==> src/hw/sdram_pin_pkg.sv <==
// Constants shared by the SDRAM command pin logic and its sequencer.
// Assumes a single 10 MHz system clock and synchronous active-high reset.
package sdram_pin_pkg;

    // Upper address bits that mark the SDRAM region
    localparam logic [1:0] SDRAM_REGION   = 2'h1;
    localparam int         ADDR_MSB       = 31;
    localparam int         BANK_LSB       = 28;
    localparam int         ADDR_BIT_TEN   = 10;
    localparam int         BANK_COUNT     = 4;

    // Operation codes requested by the external port
    typedef enum logic [2:0] {
        OP_NONE      = 3'h0,
        OP_READ      = 3'h1,
        OP_WRITE     = 3'h2,
        OP_REFRESH   = 3'h3,
        OP_PRECHARGE = 3'h4,
        OP_MODE_SET  = 3'h5
    } sdram_op_t;

    // Row, column and write strobe triples, active low: {ras, cas, we}
    localparam logic [2:0] CMD_NOP       = 3'h7;
    localparam logic [2:0] CMD_ACTIVATE  = 3'h3;
    localparam logic [2:0] CMD_READ      = 3'h5;
    localparam logic [2:0] CMD_WRITE     = 3'h4;
    localparam logic [2:0] CMD_PRECHARGE = 3'h2;
    localparam logic [2:0] CMD_REFRESH   = 3'h1;
    localparam logic [2:0] CMD_MODE_SET  = 3'h0;
    localparam logic [2:0] CMD_SELF_REF  = 3'h1;

    // Sequencer states, one-hot
    typedef enum logic [5:0] {
        ST_IDLE   = 6'h01,
        ST_ROW    = 6'h02,
        ST_COL    = 6'h04,
        ST_SINGLE = 6'h08,
        ST_SLEEP  = 6'h10,
        ST_GRANT  = 6'h20
    } seq_state_t;

endpackage : sdram_pin_pkg

==> src/hw/sdram_seq_if.sv <==
// Carrier between the pin logic and its command sequencer.
// Assumes both sides run on the same system clock.
`timescale 1ns/1ps
`default_nettype none
interface sdram_seq_if;
    import sdram_pin_pkg::*;
    logic       start;     // Take a new operation
    sdram_op_t  op;        // Operation being taken
    logic       sleep;     // Enter self-refresh and hand bus over
    logic       idle;      // Sequencer can take work
    logic       row_slot;  // Row command cycle
    logic       col_slot;  // Column command cycle
    logic       one_slot;  // Single command cycle
    logic       enter_sr;  // Self-refresh entry cycle
    logic       granted;   // Bus released to host
    modport seq (input start, op, sleep,
                 output idle, row_slot, col_slot, one_slot, enter_sr,
                 granted);
    modport pin (output start, op, sleep,
                 input idle, row_slot, col_slot, one_slot, enter_sr,
                 granted);
endinterface : sdram_seq_if
`default_nettype wire

==> src/hw/sdram_seq.sv <==
// Command sequencer: walks row, column, single and self-refresh phases.
// Assumes start is only raised while idle is high.
`timescale 1ns/1ps
`default_nettype none
module sdram_seq
    import sdram_pin_pkg::*;
(
    input  wire logic   clock_in,   // System clock
    input  wire logic   reset_in,   // Synchronous reset
    input  wire logic   host_req_in, // Host asks for bus
    sdram_seq_if.seq    sq          // Toward pin logic
);
    seq_state_t state;       // Current phase
    seq_state_t next_state;  // Following phase

    // Next phase selection
    always_comb begin
        next_state = state;
        unique case (state)
            ST_IDLE: begin
                if (sq.sleep)
                    next_state = ST_SLEEP;
                else if (sq.start && (sq.op == OP_READ
                                   || sq.op == OP_WRITE))
                    next_state = ST_ROW;
                else if (sq.start && sq.op != OP_NONE)
                    next_state = ST_SINGLE;
            end
            ST_ROW:    next_state = ST_COL;
            ST_COL:    next_state = ST_IDLE;
            ST_SINGLE: next_state = ST_IDLE;
            ST_SLEEP:  next_state = ST_GRANT;
            ST_GRANT: begin
                // Hold grant until host lets go
                if (!host_req_in)
                    next_state = ST_IDLE;
            end
            default:   next_state = ST_IDLE;
        endcase
    end

    // Phase register
    always_ff @(posedge clock_in) begin
        if (reset_in)
            state <= ST_IDLE;
        else
            state <= next_state;
    end

    assign sq.idle     = (state == ST_IDLE);
    assign sq.row_slot = (state == ST_ROW);
    assign sq.col_slot = (state == ST_COL);
    assign sq.one_slot = (state == ST_SINGLE);
    assign sq.enter_sr = (state == ST_SLEEP);
    assign sq.granted  = (state == ST_GRANT);

endmodule : sdram_seq
`default_nettype wire

==> src/hw/sdram_pin_logic.sv <==
// SDRAM command pin logic of the external port: bank selects, strobes,
// word masks, dedicated address bit ten, clock gate and host hand-over.
// Assumes one system clock, synchronous reset, requests held for a cycle.
//
// Summary of operation
// - Assert bank select for every SDRAM command.
// - Only bus master drives bank selects.
// - Row strobe low with valid row address.
// - Column strobe low with valid column.
// - Write strobe low write, high read.
// - Other commands encoded on three strobes.
// - Masks meaningful only at column; reads inactive.
// - Odd word on wide bus masks low.
// - Even single word or narrow bus masks high.
// - Address bit ten on dedicated pin.
// - Clock gate low for self-refresh, suspend.
// - Clock gate default high, low if sleeping.
// - Finish, self-refresh, float pins, then grant.
`timescale 1ns/1ps
`default_nettype none
module sdram_pin_logic
    import sdram_pin_pkg::*;
#(
    parameter int ADDR_W = 32      // External address width
)(
    input  wire logic              clock_in,        // System clock
    input  wire logic              reset_in,        // Synchronous reset
    input  wire logic              req_valid_in,    // New request
    input  wire sdram_op_t         req_op_in,       // Requested operation
    input  wire logic [ADDR_W-1:0] req_addr_in,     // Request address
    input  wire logic              req_single_in,   // Single word access
    input  wire logic              req_odd_in,      // Odd word address
    input  wire logic              bus_narrow_in,   // Memory on 32-bit bus
    input  wire logic              bus_master_in,   // We own the bus
    input  wire logic              suspend_in,      // Suspend request
    input  wire logic              host_bus_request_in, // Host wants bus
    output logic                   req_ready_out,   // Request accepted
    output logic [BANK_COUNT-1:0]  sdram_bank_selects_out,   // Low active
    output logic [BANK_COUNT-1:0]  sdram_bank_selects_oe_out,
    output logic                   row_strobe_out,  // Low active
    output logic                   col_strobe_out,  // Low active
    output logic                   sdram_write_strobe_out, // Low active
    output logic                   ctrl_oe_out,     // Strobes driven
    output logic                   low_word_mask_out,
    output logic                   high_word_mask_out,
    output logic                   sdram_addr_bit_ten_out,
    output logic                   sdram_clock_gate_out,
    output logic                   host_bus_grant_out
);
    sdram_seq_if sq ();              // Sequencer carrier
    sdram_op_t   op;                 // Latched operation
    logic [ADDR_W-1:0] addr;         // Latched address
    logic        single;             // Latched single flag
    logic        odd;                // Latched odd flag
    logic        in_region;          // Address hits SDRAM space
    logic        take;               // Request accepted now
    logic        sleep_done;         // Self-refresh reached
    logic [2:0]  next_cmd;           // Next strobe triple
    logic [1:0]  bank;               // Latched bank index

    // Region check on upper two address bits
    assign in_region = (req_addr_in[ADDR_MSB -: 2] == SDRAM_REGION);
    // Accept work only when idle, master and no host pending
    assign take = req_valid_in && sq.idle && bus_master_in
                  && !host_bus_request_in
                  && (in_region || req_op_in == OP_REFRESH);
    assign req_ready_out = take;
    assign sq.start = take;
    assign sq.op    = req_op_in;
    // Host request waits for idle, so outstanding work finishes first
    assign sq.sleep = sq.idle && host_bus_request_in && bus_master_in;

    sdram_seq u_seq (
        .clock_in   (clock_in),
        .reset_in   (reset_in),
        .host_req_in(host_bus_request_in),
        .sq         (sq)
    );

    // Latch request fields
    always_ff @(posedge clock_in) begin
        if (reset_in) begin
            op     <= OP_NONE;
            addr   <= '0;
            single <= 1'b0;
            odd    <= 1'b0;
        end else if (take) begin
            op     <= req_op_in;
            addr   <= req_addr_in;
            single <= req_single_in;
            odd    <= req_odd_in;
        end
    end
    assign bank = addr[BANK_LSB +: 2];

    // Strobe triple for the coming cycle
    always_comb begin
        next_cmd = CMD_NOP;
        if (sq.row_slot)
            next_cmd = CMD_ACTIVATE;
        else if (sq.col_slot)
            next_cmd = (op == OP_WRITE) ? CMD_WRITE : CMD_READ;
        else if (sq.one_slot) begin
            unique case (op)
                OP_REFRESH:   next_cmd = CMD_REFRESH;
                OP_PRECHARGE: next_cmd = CMD_PRECHARGE;
                OP_MODE_SET:  next_cmd = CMD_MODE_SET;
                default:      next_cmd = CMD_NOP;
            endcase
        end else if (sq.enter_sr)
            next_cmd = CMD_SELF_REF;
    end

    // Registered strobes
    always_ff @(posedge clock_in) begin
        if (reset_in) begin
            row_strobe_out         <= 1'b1;
            col_strobe_out         <= 1'b1;
            sdram_write_strobe_out <= 1'b1;
        end else begin
            {row_strobe_out, col_strobe_out, sdram_write_strobe_out}
                <= next_cmd;
        end
    end

    // Bank select, one low per command cycle, all four low for refresh and self-refresh
    always_ff @(posedge clock_in) begin
        if (reset_in)
            sdram_bank_selects_out <= '1;
        else if (next_cmd != CMD_NOP && !sq.enter_sr
                 && (op != OP_REFRESH || sq.row_slot || sq.col_slot))
            sdram_bank_selects_out <= ~(BANK_COUNT'(1) << bank);
        else if (next_cmd != CMD_NOP)
            sdram_bank_selects_out <= '0;   // Refresh all banks together
        else
            sdram_bank_selects_out <= '1;
    end

    // Word masks valid only at column write
    always_ff @(posedge clock_in) begin
        if (reset_in) begin
            low_word_mask_out  <= 1'b0;
            high_word_mask_out <= 1'b0;
        end else if (sq.col_slot && op == OP_WRITE) begin
            low_word_mask_out  <= odd && !bus_narrow_in;
            high_word_mask_out <= (single && !odd)
                                  || bus_narrow_in;
        end else begin
            low_word_mask_out  <= 1'b0;
            high_word_mask_out <= 1'b0;
        end
    end

    // Dedicated address bit ten, independent of shared address bus
    always_ff @(posedge clock_in) begin
        if (reset_in)
            sdram_addr_bit_ten_out <= 1'b0;
        else if (sq.row_slot)
            sdram_addr_bit_ten_out <= addr[ADDR_BIT_TEN];
        else if (sq.one_slot && op == OP_PRECHARGE)
            sdram_addr_bit_ten_out <= 1'b1;
        else
            sdram_addr_bit_ten_out <= 1'b0;
    end

    // Self-refresh memory
    always_ff @(posedge clock_in) begin
        if (reset_in)
            sleep_done <= 1'b0;
        else if (sq.enter_sr)
            sleep_done <= 1'b1;
        else if (sq.idle)
            sleep_done <= 1'b0;
    end

    // Clock gate: low in self-refresh or suspend
    always_ff @(posedge clock_in) begin
        if (reset_in)
            sdram_clock_gate_out <= 1'b1;
        else if (sq.enter_sr || (sq.granted && sleep_done))
            sdram_clock_gate_out <= 1'b0;
        else
            sdram_clock_gate_out <= !(suspend_in && sq.idle);
    end

    // Drive enables and grant, floated pins before grant
    always_ff @(posedge clock_in) begin
        if (reset_in) begin
            ctrl_oe_out        <= 1'b0;
            host_bus_grant_out <= 1'b0;
        end else begin
            ctrl_oe_out        <= bus_master_in && !sq.granted;
            host_bus_grant_out <= sq.granted && !ctrl_oe_out;
        end
    end
    assign sdram_bank_selects_oe_out = {BANK_COUNT{ctrl_oe_out}};

    // Strobes float the cycle after mastership is lost
    property p_master_float;
        @(posedge clock_in) disable iff (reset_in)
        !bus_master_in |=> !ctrl_oe_out;
    endproperty
    a_master_float: assert property (p_master_float)
        else $error("control pins driven by non-master");

    // Bank select enables follow mastership
    property p_master_only;
        @(posedge clock_in) disable iff (reset_in)
        !bus_master_in |=> sdram_bank_selects_oe_out == '0;
    endproperty
    a_master_only: assert property (p_master_only)
        else $error("bank select enable while not master");

    // Read: row command, then column read
    property p_row_then_col;
        @(posedge clock_in) disable iff (reset_in)
        take && req_op_in == OP_READ |=> ##1 !row_strobe_out
            ##1 (!col_strobe_out && sdram_write_strobe_out);
    endproperty
    a_row_then_col: assert property (p_row_then_col)
        else $error("read strobe sequence wrong");

    // Write: column cycle with write strobe and a bank selected
    property p_write_col;
        @(posedge clock_in) disable iff (reset_in)
        take && req_op_in == OP_WRITE |=> ##2 (!col_strobe_out
            && !sdram_write_strobe_out && sdram_bank_selects_out != '1);
    endproperty
    a_write_col: assert property (p_write_col)
        else $error("write column command wrong");

    // Masks stay low outside a write column cycle
    property p_mask_read;
        @(posedge clock_in) disable iff (reset_in)
        col_strobe_out || sdram_write_strobe_out || !row_strobe_out
            |-> !low_word_mask_out && !high_word_mask_out;
    endproperty
    a_mask_read: assert property (p_mask_read)
        else $error("mask active outside write column");

    // Refresh encoded on the three strobes
    property p_refresh_cmd;
        @(posedge clock_in) disable iff (reset_in)
        take && req_op_in == OP_REFRESH |=> ##1
            {row_strobe_out, col_strobe_out, sdram_write_strobe_out}
            == CMD_REFRESH;
    endproperty
    a_refresh_cmd: assert property (p_refresh_cmd)
        else $error("refresh not encoded");

    // Grant only with memory asleep and pins floated
    property p_gate_sleep;
        @(posedge clock_in) disable iff (reset_in)
        host_bus_grant_out |-> !sdram_clock_gate_out && !ctrl_oe_out;
    endproperty
    a_gate_sleep: assert property (p_gate_sleep)
        else $error("grant without self-refresh and float");

    // Grant follows the hand-over within a few cycles
    property p_grant_time;
        @(posedge clock_in) disable iff (reset_in)
        sq.sleep |=> ##[1:3] host_bus_grant_out;
    endproperty
    a_grant_time: assert property (p_grant_time)
        else $error("grant late");

    // Main scenarios reached
    c_read: cover property (@(posedge clock_in)
        take && req_op_in == OP_READ);
    c_write_odd: cover property (@(posedge clock_in) low_word_mask_out);
    c_sleep: cover property (@(posedge clock_in) sq.enter_sr);
    c_grant: cover property (@(posedge clock_in) host_bus_grant_out);
endmodule : sdram_pin_logic
`default_nettype wire

==> config.mk <==
export PLATFORM = sky130hd
export DESIGN_NAME = sdram_pin_logic
export DESIGN_NICKNAME = d
export VERILOG_FILES = /design/src/hw/sdram_pin_pkg.sv /design/src/hw/sdram_seq_if.sv /design/src/hw/sdram_seq.sv /design/src/hw/sdram_pin_logic.sv
export SDC_FILE = /design/constraint.sdc
export NUM_CORES = 1
export LEC_CHECK = 0
export ABC_AREA = 1
export ABC_CLOCK_PERIOD_IN_PS = 3600
export BUFFER_PORTS_ARGS = -buffer_cell sky130_fd_sc_hd__buf_2
export CORE_MARGIN = 2
export CORE_UTILIZATION = 38
export DETAILED_ROUTE_END_ITERATION = 8
export GPL_ROUTABILITY_DRIVEN = 0
export PLACE_DENSITY_LB_ADDON = 0.12
export SLEW_MARGIN = 20
export SYNTH_ARGS = -nofsm -noshare
export SYNTH_HDL_FRONTEND = slang
export SYNTH_SLANG_ARGS = --single-unit
==> constraint.sdc <==
create_clock -name clock_in -period 3.6 [get_ports clock_in]
set_clock_uncertainty 0.05 [all_clocks]
set_input_delay 0.18 -clock clock_in [delete_from_list [all_inputs] [get_ports clock_in]]
set_output_delay 0.18 -clock clock_in [all_outputs]
set_load 0.02 [all_outputs]
**Word level (Yosys, flattened, before mapping)**

Cells that the tools add are included.

- Mux-type cells: 18
- Reduce and logical (&&, ||, !) cells: 35
- Shift-type cells: 1
- Bitwise gates (word level): 2
- Equality and inequality tests: 18

Operator list:

| cell | number |
|---|---|
| $mux W6 | 4 |
| $pmux W6 S4 | 1 |
| $logic_and A1 B1 Y1 | 18 |
| $eq A3 B2 Y1 const B | 4 |
| $mux W3 | 4 |
| $pmux W3 S3 | 1 |
| $mux W4 | 2 |
| $logic_not A1 Y1 | 7 |
| $eq A3 B3 Y1 const B | 2 |
| $eq A6 B1 Y1 const B | 1 |
| $eq A6 B2 Y1 const B | 1 |
| $eq A6 B3 Y1 const B | 1 |
| $eq A6 B4 Y1 const B | 1 |
| $eq A6 B5 Y1 const B | 1 |
| $eq A6 B6 Y1 const B | 1 |
| $logic_or A1 B1 Y1 | 6 |
| $mux W1 | 6 |
| $ne A4 B2 Y1 const B | 1 |
| $not A4 Y4 | 1 |
| $shl A1 B2 Y4 const A | 1 |
| $eq A3 B1 Y1 const B | 1 |
| $ne A3 B2 Y1 const B | 1 |
| $ne A3 B3 Y1 const B | 1 |
| $reduce_bool A3 Y1 | 1 |
| other kinds (6) | 6 |

- Bits in registers: 55
- Word-level logic and storage cells: 90
- Input bits: 44
- Output and inout bits: 18

**Logic depth before layout (Yosys ltp)**

Gate-level depths: netlist of run 1.

- Depth in word-level cells: 10
- Gate-level depth with buffers: 9

**By module**

From an unflattened synthesis of run 1, not the netlist that was laid out.

- Cells, all modules: 173
- Area, all modules: 1276.2 um^2

By module, submodules not included:

| module | area an instance (um^2) | sequential area each (um^2) | cells each | times used |
|---|---|---|---|---|
| sdram_pin_logic | 900.9 | 440.4 | 116 | 1 |
| sdram_seq | 375.4 | 120.1 | 57 | 1 |

**Worst setup path before layout of run 1**

No wires, ideal clock.

- Kind: reg2reg
- Start point: reg u_seq.state[4]
- End point: reg addr[28]
- Data required time: 3.433 ns
- Setup slack: 2.332 ns
- Arrival: 1.100 ns
- Buffers on the path: 1
- Stages on the path, launching flop included: 8
- Library setup time: 0.117 ns
- Cell sequence: dfxtp_1 -> nor2_4 -> nand2_4 -> nor2_8 -> nand3_4 -> buf_6 -> o21ai_1 -> a21oi_1

- Word-level cells in the longest chain between the ends: 5

Ends and longest elaborated chain:

| what | RTL line | source |
|---|---|---|
| start, declared | sdram_seq.sv:13 | `seq_state_t state;` |
| start signal, assigned | sdram_seq.sv:47 | `state <= next_state;` |
| $eq A6 B1 Y1 | sdram_seq.sv:50 | `assign sq.idle = (state == ST_IDLE);` |
| $logic_and A1 B1 Y1 (2 in series) | sdram_pin_logic.sv:64 | `assign take = req_valid_in && sq.idle && bus_master_in` |
| $logic_and A1 B1 Y1 | sdram_pin_logic.sv:65 | `&& !host_bus_request_in` |
| $logic_and A1 B1 Y1 | sdram_pin_logic.sv:66 | `&& (in_region \|\| req_op_in == OP_REFRESH);` |
| end signal, assigned | sdram_pin_logic.sv:89 | `addr <= req_addr_in;` |
| end, declared | sdram_pin_logic.sv:52 | `logic [ADDR_W-1:0] addr;` |

No other way between the ends.
A chain may end at the register's enable or synchronous reset.

**Worst setup path in the final report of run 1**

- Start point: reg u_seq.state[2]
- End point: out req_ready_out

- Word-level cells in the longest chain between the ends: 5

Ends and longest elaborated chain:

| what | RTL line | source |
|---|---|---|
| $eq A6 B1 Y1 | sdram_seq.sv:50 |  |
| $logic_and A1 B1 Y1 (2 in series) | sdram_pin_logic.sv:64 |  |
| $logic_and A1 B1 Y1 | sdram_pin_logic.sv:65 |  |
| $logic_and A1 B1 Y1 | sdram_pin_logic.sv:66 |  |
| end, declared | sdram_pin_logic.sv:37 | `output logic req_ready_out,` |

No other way between the ends.

==> results of run 1 <==
-- through the flow --
| step | setup slack (ns) | cells |
|---|---|---|
| floorplan | 2.33 | 165 |
| global placement | 2.21 | 238 |
| detailed placement | 2.18 | 238 |
| CTS | 1.94 | 243 |
| global route | 1.83 | 243 |
| finish | 1.97 | 243 |
-- power groups by stage --
stage	sequential (µW)	clock (µW)	combinational [µW]
floorplan	341	0	90.3
global placement	338	0	118
detailed placement	338	0	120
CTS	332	206	121
global route	333	217	134
finish	331	200	120
-- cells in the final DEF, fill, tap and decap left out, drive strengths merged --
| cell | instances |
|---|---|
| clkinv | 2 |
| inv | 23 |
| nor2 | 17 |
| xor2 | 1 |
| nor3 | 6 |
| nor4 | 1 |
| a21oi | 12 |
| nand4 | 4 |
| o21ai | 9 |
| nand3b | 1 |
| dfxtp | 28 |
| buf | 34 |
| dlygate4sd3 | 1 |
| or2 | 1 |
| clkbuf | 3 |
| bufinv | 1 |
| nand2 | 35 |
| o211ai | 1 |
| nand3 | 17 |
-- registers in the layout, indices dropped and copies added, names as in the netlist, 3 cells and up --
register / count
u_seq.state: 6
sdram_bank_selects_out: 4
addr: 3
op: 3
-- cells in the mapped netlist, types with 3 or more instances --
| cell type | number |
|---|---|
| a21oi_1 | 9 |
| buf_4 | 4 |
| dfxtp_1 | 28 |
| inv_1 | 22 |
| nand2_1 | 31 |
| nand2_2 | 3 |
| nand3_1 | 16 |
| nand4_1 | 3 |
| nor2_1 | 12 |
| nor3_1 | 5 |
| o21ai_0 | 5 |
-- per-layer routing --
layer / wire length [µm] / part of all wire, % / vias to the layer above / track usage [%]
met4: 20 / 0.85 / 0 / 5.47
met5: 0 / 0 / - / 0
met2: 1080 / 46 / 22 / 21.3
li1: - / - / 587 / -
met1: 1160 / 49 / 490 / 16.5
met3: 103 / 4.4 / 2 / 2.48
-- worst max-delay path by stage --
stage / from / to / slack, ns / depth (start not counted)
6_report: u_seq.state[2] / req_ready_out / 1.97 / 6
3_5_place_dp: u_seq.state[2] / op[1] / 2.18 / 6
5_1_grt: u_seq.state[3] / req_ready_out / 1.83 / 6
4_1_cts: u_seq.state[2] / req_ready_out / 1.94 / 6
2_1_floorplan: u_seq.state[4] / addr[28] / 2.33 / 7
3_3_place_gp: u_seq.state[2] / op[0] / 2.21 / 6
-- cells by family (layout without fill, tap and decap cells) --
logic type                count (synthesis)  after routing  synth area share (%)
AOI/OAI and AO/OA                        22             22                  10.8
and+or+nand+nor                          82             82                  33.6
xor gates and xnor gates                  1              1                 0.684
buffers and inverters                    32             64                  11.1
DFF                                      28             28                  43.8
-- worst max-delay path: stages (launching register included) --
cell     delay, ns
dfxtp_1       0.35
nor2_2        0.20
nand2_2       0.12
nor2_8        0.16
nand2_1       0.07
inv_1         0.05
buf_2         0.15
-- area by class of cell --
type                    instances  share of cell area, %
clock buffers                   3                   1.48
clock inverters                 1                   1.97
inverters                      25                   6.16
multi-input cells             105                   38.0
flip-flops and latches         28                   36.8
well taps                      46                   3.78
repair buffers                 35                   11.8
==> flow_summary.toml, run 1 <==
[outcome]
status = "completed"

[logic_synthesis]
syn-instance-count = 165
synth_area_leaders = "dfxtp_1 (44%), nand2_1 (9.1%), inv_1 (6.4%)"
synth-seq-cells = 28
synth_edf_count = 0
ys_seq_area_share_pct = 43.7
ys.flop_type = "dfxtp_1"
synth_top_area_share_pct = 43.7
synthesis.area_mm2 = 0.00128
avgSynthCellArea_um2 = 7.77
synth_largest_area_cell = "dfxtp_1"
synth.distinct_cells = 31
synth_nets = 209
synthArstFlopShare_pct = 0
yosysWarnings = 0

[worst_setup_path]
regToRegEndpoint = "op[0]"
reg2reg_depth = 6
rrSetupSlack_ns = 2.18
worstPathRequired_ns = 3.37
critPathCaptureType = "output port"
arrival_ns = 1.40
worstSetupStartpointType = "flip-flop"
critPathKind = "flip-flop to output port"
cp_max_fo = 6
timing.rr.start = "u_seq.state[2]"

[power]
leakage_uw = 0.000725
pwr-share-comb_pct = 18.5
p_seq_share_pct = 50.9
vdd_drop_max_v = 0.000182
p_clk_share_pct = 30.7
power_uw = 651
power.switching_uw = 174
intPower_uw = 477
p_per_area_mw_per_mm2 = 428
switching_share_pct = 26.7

[timing]
period_minus_slack_ns = 1.63
rsz0062_at_grt = "no"
timing.fmax_ghz = 0.612
drv_slew = 0
tightest_slew_ns = 0.509
final_hold_viol_count = 0
setup_viol = 0
max_slew_margin_pct = 66.0
layout_worst_path_cycle_share_pct = 45.4
fin_setup_tns_ns = 0
timing.hold.ws_ns = 0.0359

[route]
first_pass_iters = 4
drc = 0
drt_iter0_markers = 18
detail_route.wl_per_cell_um = 9.70
via_per_inst = 4.53
vias = 1101
antenna_left = 0
finalWirelength_mm = 2.36

[min_path]
min_path_type = "input port to flip-flop"
hold-path-cell-count = 3
worstHoldStart = "req_addr_in[10]"
holdPathEnd = "addr[10]"

[global_routing]
track_usage_pct = 12.9
grt_max_degree = 18
grt_antenna_before_repair = 0
grt_overflow_total = 0
first_global_vias = 871
grt_pass1_wl_mm = 3.62

[cts]
cts_root_buf = "clkbuf_4"
ctsHoldBuffers = 1
cts_resized = 0
numCtsBuffers = 3
tritoncts = "built"
path_clk_slew_ns = 0.15
clk_latency_ns = 0.32
cts_buffer_depth = 2
cts_htree_levels = 1
postCtsSetupBuffers = 0
numClockSinks = 28

[die]
die-area_mm2 = 0.00385
die_w_um = 62.1
row_count = 21
die_y_um = 62.1
initial_core_util_pct = 39.0
io_pins = 62
coreArea_mm2 = 0.00328

[cells_and_area]
final_core_util_pct = 46.4
n_antenna_cell = 0
nFillCells = 341
layout.nets = 242
design_area_mm2 = 0.00152
final-seq-area_um2 = 561
multi_input_area_um2 = 578
syn_to_final_growth_pct = 18.8
final_layout_size_suffix_gt1_share_pct = 28.4

[placement]
dpl.hpwl_mm = 1.82
dpl_cell_area_mm2 = 0.00146
port_buffers = 34

[flow_run]
drv_cap = 0
Note: power is estimated with default switching activity, not from simulation.
==> inputs of run 2 (changes only) <==
--- a/config.mk
+++ b/config.mk
@@ -6,7 +6,7 @@
 export NUM_CORES = 1
 export LEC_CHECK = 0
 export ABC_AREA = 1
-export ABC_CLOCK_PERIOD_IN_PS = 3600
+export ABC_CLOCK_PERIOD_IN_PS = 1650
 export BUFFER_PORTS_ARGS = -buffer_cell sky130_fd_sc_hd__buf_2
 export CORE_MARGIN = 2
 export CORE_UTILIZATION = 38
==> constraint.sdc (replaced) <==
create_clock -name clock_in -period 1.65 [get_ports clock_in]
set_clock_uncertainty 0.05 [all_clocks]
set_input_delay 0.0825 -clock clock_in [delete_from_list [all_inputs] [get_ports clock_in]]
set_output_delay 0.0825 -clock clock_in [all_outputs]
set_load 0.02 [all_outputs]
==> flow_summary.toml, run 2 (synthesis results as in run 1) <==
[die]
io_pins = 62
die_w_um = 62.1
coreArea_mm2 = 0.00328
die_y_um = 62.1
die-area_mm2 = 0.00385
initial_core_util_pct = 39.0
row_count = 21

[power]
leakage_uw = 0.000765
p_clk_share_pct = 30.2
p_seq_share_pct = 50.4
switching_share_pct = 26.6
power.switching_uw = 383
intPower_uw = 1060
power_uw = 1440
p_per_area_mw_per_mm2 = 889
vdd_drop_max_v = 0.000397
pwr-share-comb_pct = 19.4

[placement]
post-place-cells = 238
port_buffers = 34
dpl.hpwl_mm = 1.82

[cts]
cts_root_buf = "clkbuf_4"
path_clk_slew_ns = 0.14
cts_htree_levels = 1
clk_latency_ns = 0.32
tritoncts = "built"
numClockSinks = 28
numCtsBuffers = 3
cts_buffer_depth = 2

[outcome]
status = "completed"

[global_routing]
first_global_vias = 924
track_usage_pct = 13.5
grt_max_degree = 18
grt_antenna_before_repair = 0
grt_overflow_total = 0
grt_pass1_wl_mm = 3.80

[worst_setup_path]
critPathKind = "flip-flop to output port"
cp_max_fo = 6
path_cells = "nor2_4, nand2_4, nor2_8, nand2_1, inv_1, buf_2"
arrival_ns = 1.39
worstPathRequired_ns = 1.52
worstSetupStartpointType = "flip-flop"
critPathCaptureType = "output port"
critical-path-slowest-cell = "dfxtp_1"
crit_path_max_incr_delay_ns = 0.37

[flow_run]
drv_cap = 0

[route]
first_pass_iters = 6
finalWirelength_mm = 2.42
via_per_inst = 4.51
drc = 0
drt_iter0_markers = 19
vias = 1137
antenna_left = 0
detail_route.wl_per_cell_um = 9.59

[timing]
max_slew_margin_pct = 65.3
drv_slew = 0
timing.fmax_ghz = 0.655
setup_viol = 0
fin_setup_tns_ns = 0
period_minus_slack_ns = 1.53
tightest_slew_ns = 0.520
layout_worst_path_cycle_share_pct = 92.5
timing.hold.ws_ns = 0.0390
final_hold_viol_count = 0
rsz0062_at_grt = "no"

[min_path]
min_path_type = "input port to flip-flop"

[cells_and_area]
largest_reg_flops = 6
largest_registers = "u_seq.state (6), sdram_bank_selects_out (4)"
layout.nets = 251
n_antenna_cell = 0
layout.cells.non_filler = 252
regMostFlops = "u_seq.state"
final_core_util_pct = 49.3
final_cell_mix = "buf_2 (34), nand2_1 (31), dfxtp_1 (28), inv_1 (22), nand3_1 (16)"
syn_to_final_growth_pct = 26.3
final_layout_size_suffix_gt1_share_pct = 27.2
layout_commonest_cell = "buf_2"
## run 2: worst paths after layout
| kind | depth (start not counted) | start | slack (ns) | endpoint |
|---|---|---|---|---|
| setup / recovery | 6 | u_seq.state[4] | 0.12 | req_ready_out |
| hold / removal | 2 | reset_in | 0.04 | sleep_done |
| setup reg to reg | 6 | u_seq.state[4] | 0.23 | op[0] |
| hold reg to reg | 2 | sleep_done | 0.42 | sleep_done |
## run 2: routing by layer
| layer | share of wire, % | GRT usage [%] |
|---|---|---|
| met3 | 4.4 | 2.48 |
| met1 | 50 | 17.4 |
| met4 | 0.83 | 5.47 |
| met5 | 0 | 0 |
| met2 | 45 | 22.2 |
## run 2: repair_timing
action                                  in CTS  in global routing
buffers inserted                             0                  0
gates resized for setup                      0                  1
endpoints found under the setup margin       0                  1
endpoints found under the hold margin       12                  0
hold buffers                                10                  0
## run 2: power by group through the flow
stage               clock (µW)  sequential, µW  combinational [µW]
finish                     434             725                 280
global route               473             728                 311
CTS                        450             723                 281
detailed placement           0             738                 263
global placement             0             737                 258
floorplan                    0             744                 197
## run 2: stage by stage
stage / worst slack, ns / area (µm²)
6_report: 0.123 / 1620
5_1_grt: 0.0151 / 1620
4_1_cts: 0.0902 / 1610
3_5_place_dp: 0.231 / 1460
3_3_place_gp: 0.260 / 1460
2_1_floorplan: 0.382 / 1280
## run 2: layout make-up
| class | instances | area (µm²) |
|---|---|---|
| repair buffers | 44 | 270 |
| inverters | 25 | 93.8 |
| clock inverters | 1 | 30.0 |
| fillers | 331 | 1670 |
| well taps | 46 | 57.6 |
| multi-input cells | 105 | 583 |
| flip-flops and latches | 28 | 561 |
| clock buffers | 3 | 22.5 |
## run 2: critical path, delay by kind of cell, from the launching register on
family / cells / cell delay (ns)
flops: 1 / 0.37
buf+inv: 2 / 0.20
simple gates: 4 / 0.51
==> inputs of run 3 (changes only) <==
--- a/config.mk
+++ b/config.mk
@@ -6,7 +6,7 @@
 export NUM_CORES = 1
 export LEC_CHECK = 0
 export ABC_AREA = 1
-export ABC_CLOCK_PERIOD_IN_PS = 1650
+export ABC_CLOCK_PERIOD_IN_PS = 1700
 export BUFFER_PORTS_ARGS = -buffer_cell sky130_fd_sc_hd__buf_2
 export CORE_MARGIN = 2
 export CORE_UTILIZATION = 38
==> constraint.sdc (replaced) <==
create_clock -name clock_in -period 1.7 [get_ports clock_in]
set_clock_uncertainty 0.05 [all_clocks]
set_input_delay 0.085 -clock clock_in [delete_from_list [all_inputs] [get_ports clock_in]]
set_output_delay 0.085 -clock clock_in [all_outputs]
set_load 0.02 [all_outputs]
==> flow_summary.toml, run 3 (synthesis results as in run 1) <==
[cts]
cts_resized = 0
numCtsBuffers = 3
tritoncts = "built"
clk_latency_ns = 0.32
cts_root_buf = "clkbuf_4"
cts_buffer_depth = 2
cts_htree_levels = 1
numClockSinks = 28
path_clk_slew_ns = 0.14

[cells_and_area]
layout_commonest_cell = "buf_2"
regMostFlops = "u_seq.state"
layout.nets = 250
largest_reg_flops = 6
nFillCells = 335
largest_registers = "u_seq.state (6), sdram_bank_selects_out (4)"
syn_to_final_growth_pct = 25.1
n_antenna_cell = 0
final_layout_size_suffix_gt1_share_pct = 27.3
final_cell_mix = "buf_2 (34), nand2_1 (31), dfxtp_1 (28), inv_1 (22), nand3_1 (16)"

[timing]
fin_setup_tns_ns = 0
final_hold_viol_count = 0
tightest_slew_ns = 0.510
timing.fmax_ghz = 0.650
setup_viol = 0
max_slew_margin_pct = 66.0
period_minus_slack_ns = 1.54
drv_slew = 0
timing.hold.ws_ns = 0.0110
layout_worst_path_cycle_share_pct = 90.5
rsz0062_at_grt = "no"

[die]
die_y_um = 62.1
die_w_um = 62.1
row_count = 21
coreArea_mm2 = 0.00328
initial_core_util_pct = 39.0
die-area_mm2 = 0.00385
io_pins = 62

[worst_setup_path]
timing.rr.start = "u_seq.state[2]"
cp-startpoint = "u_seq.state[2]"
cp_max_fo = 6
critPathCaptureType = "output port"
critical-path-top-delay-family = "simple AND/OR/NAND/NOR gates"
critPathBufInv = 2
crit_path_max_incr_delay_ns = 0.35
worstSetupStartpointType = "flip-flop"
arrival_ns = 1.40
critPathKind = "flip-flop to output port"
path_cells = "nor2_2, nand2_2, nor2_8, nand2_1, inv_1, buf_2"
critical-path-slowest-cell = "dfxtp_1"
worstPathRequired_ns = 1.56

[power]
leakage_uw = 0.000758
vdd_drop_max_v = 0.000385
p_per_area_mw_per_mm2 = 869

[route]
antenna_left = 0
detail_route.wl_per_cell_um = 9.53
vias = 1132
via_per_inst = 4.51
first_pass_iters = 4
drt_iter0_markers = 19
drc = 0
finalWirelength_mm = 2.39

[global_routing]
track_usage_pct = 13.5
first_global_vias = 918
grt_max_degree = 18
grt_pass1_wl_mm = 3.80
grt_overflow_total = 0
grt_antenna_before_repair = 0

[min_path]
worstHoldStart = "bus_master_in"
min_path_type = "input port to flip-flop"

[placement]
port_buffers = 34
dpl.hpwl_mm = 1.82

[flow_run]
drv_cap = 0

[outcome]
status = "completed"
[run 3: changes by cell type in the layout (fill, tap and decap cells not counted)]
cell / before / now
dlygate4sd3_1: 10 / 9
nor2_4: 3 / 2
nor2_2: 1 / 2
[run 3: timing repair]
action,in CTS,in global routing
hold buffers,9,0
endpoints found under the hold margin,10,0
buffers inserted,0,0
[run 3: worst paths after layout]
path         slack, ns        endpoint  depth (start not counted)
max               0.16   req_ready_out                          6
min               0.01  u_seq.state[4]                          3
max reg2reg       0.28           op[0]                          6
min reg2reg       0.43      sleep_done                          2
[run 3: area by class of cell]
cell class                 instances  area, µm²  share of cell area (%)
clock inverter                     1       30.0                    1.87
clock buffer                       3       22.5                    1.41
inverter                          25       93.8                    5.85
multi-input combinational        105        578                    36.1
tap                               46       57.6                    3.59
timing repair buffer              43        260                    16.2
sequential                        28        561                    35.0
[run 3: routing by layer]
layer,up-vias,wire length (µm),track usage [%]
li1,603,-,-
met1,505,1190,17.2
met2,22,1080,22.3
met3,2,100,2.48
met4,0,20,5.47
met5,-,0,0
[run 3: where the power goes]
group / total [µW] / internal, µW / switching, µW
clock: 423 / 238 / 185
combinational: 268 / 104 / 165
sequential: 702 / 681 / 21.3
total: 1390 / 1020 / 371
[run 3: through the flow]
step	cells	cell area [µm²]	utilization [%]	total power, µW	worst slack (ns)
final	251	1600	48.8	1390	0.161
after global routing	251	1600	48.8	1460	0.0208
after CTS	251	1600	48.8	1410	0.138
after detailed placement	238	1460	44.5	971	0.281
after global placement	238	1460	44.5	966	0.310
after floorplan	165	1280	-	914	0.432
[run 3: worst min-delay path: cells and delay by family]
kind / cells / cell delay [ns]
AND/OR/NAND/NOR: 1 / 0.06
buffers and inverters: 2 / 0.21
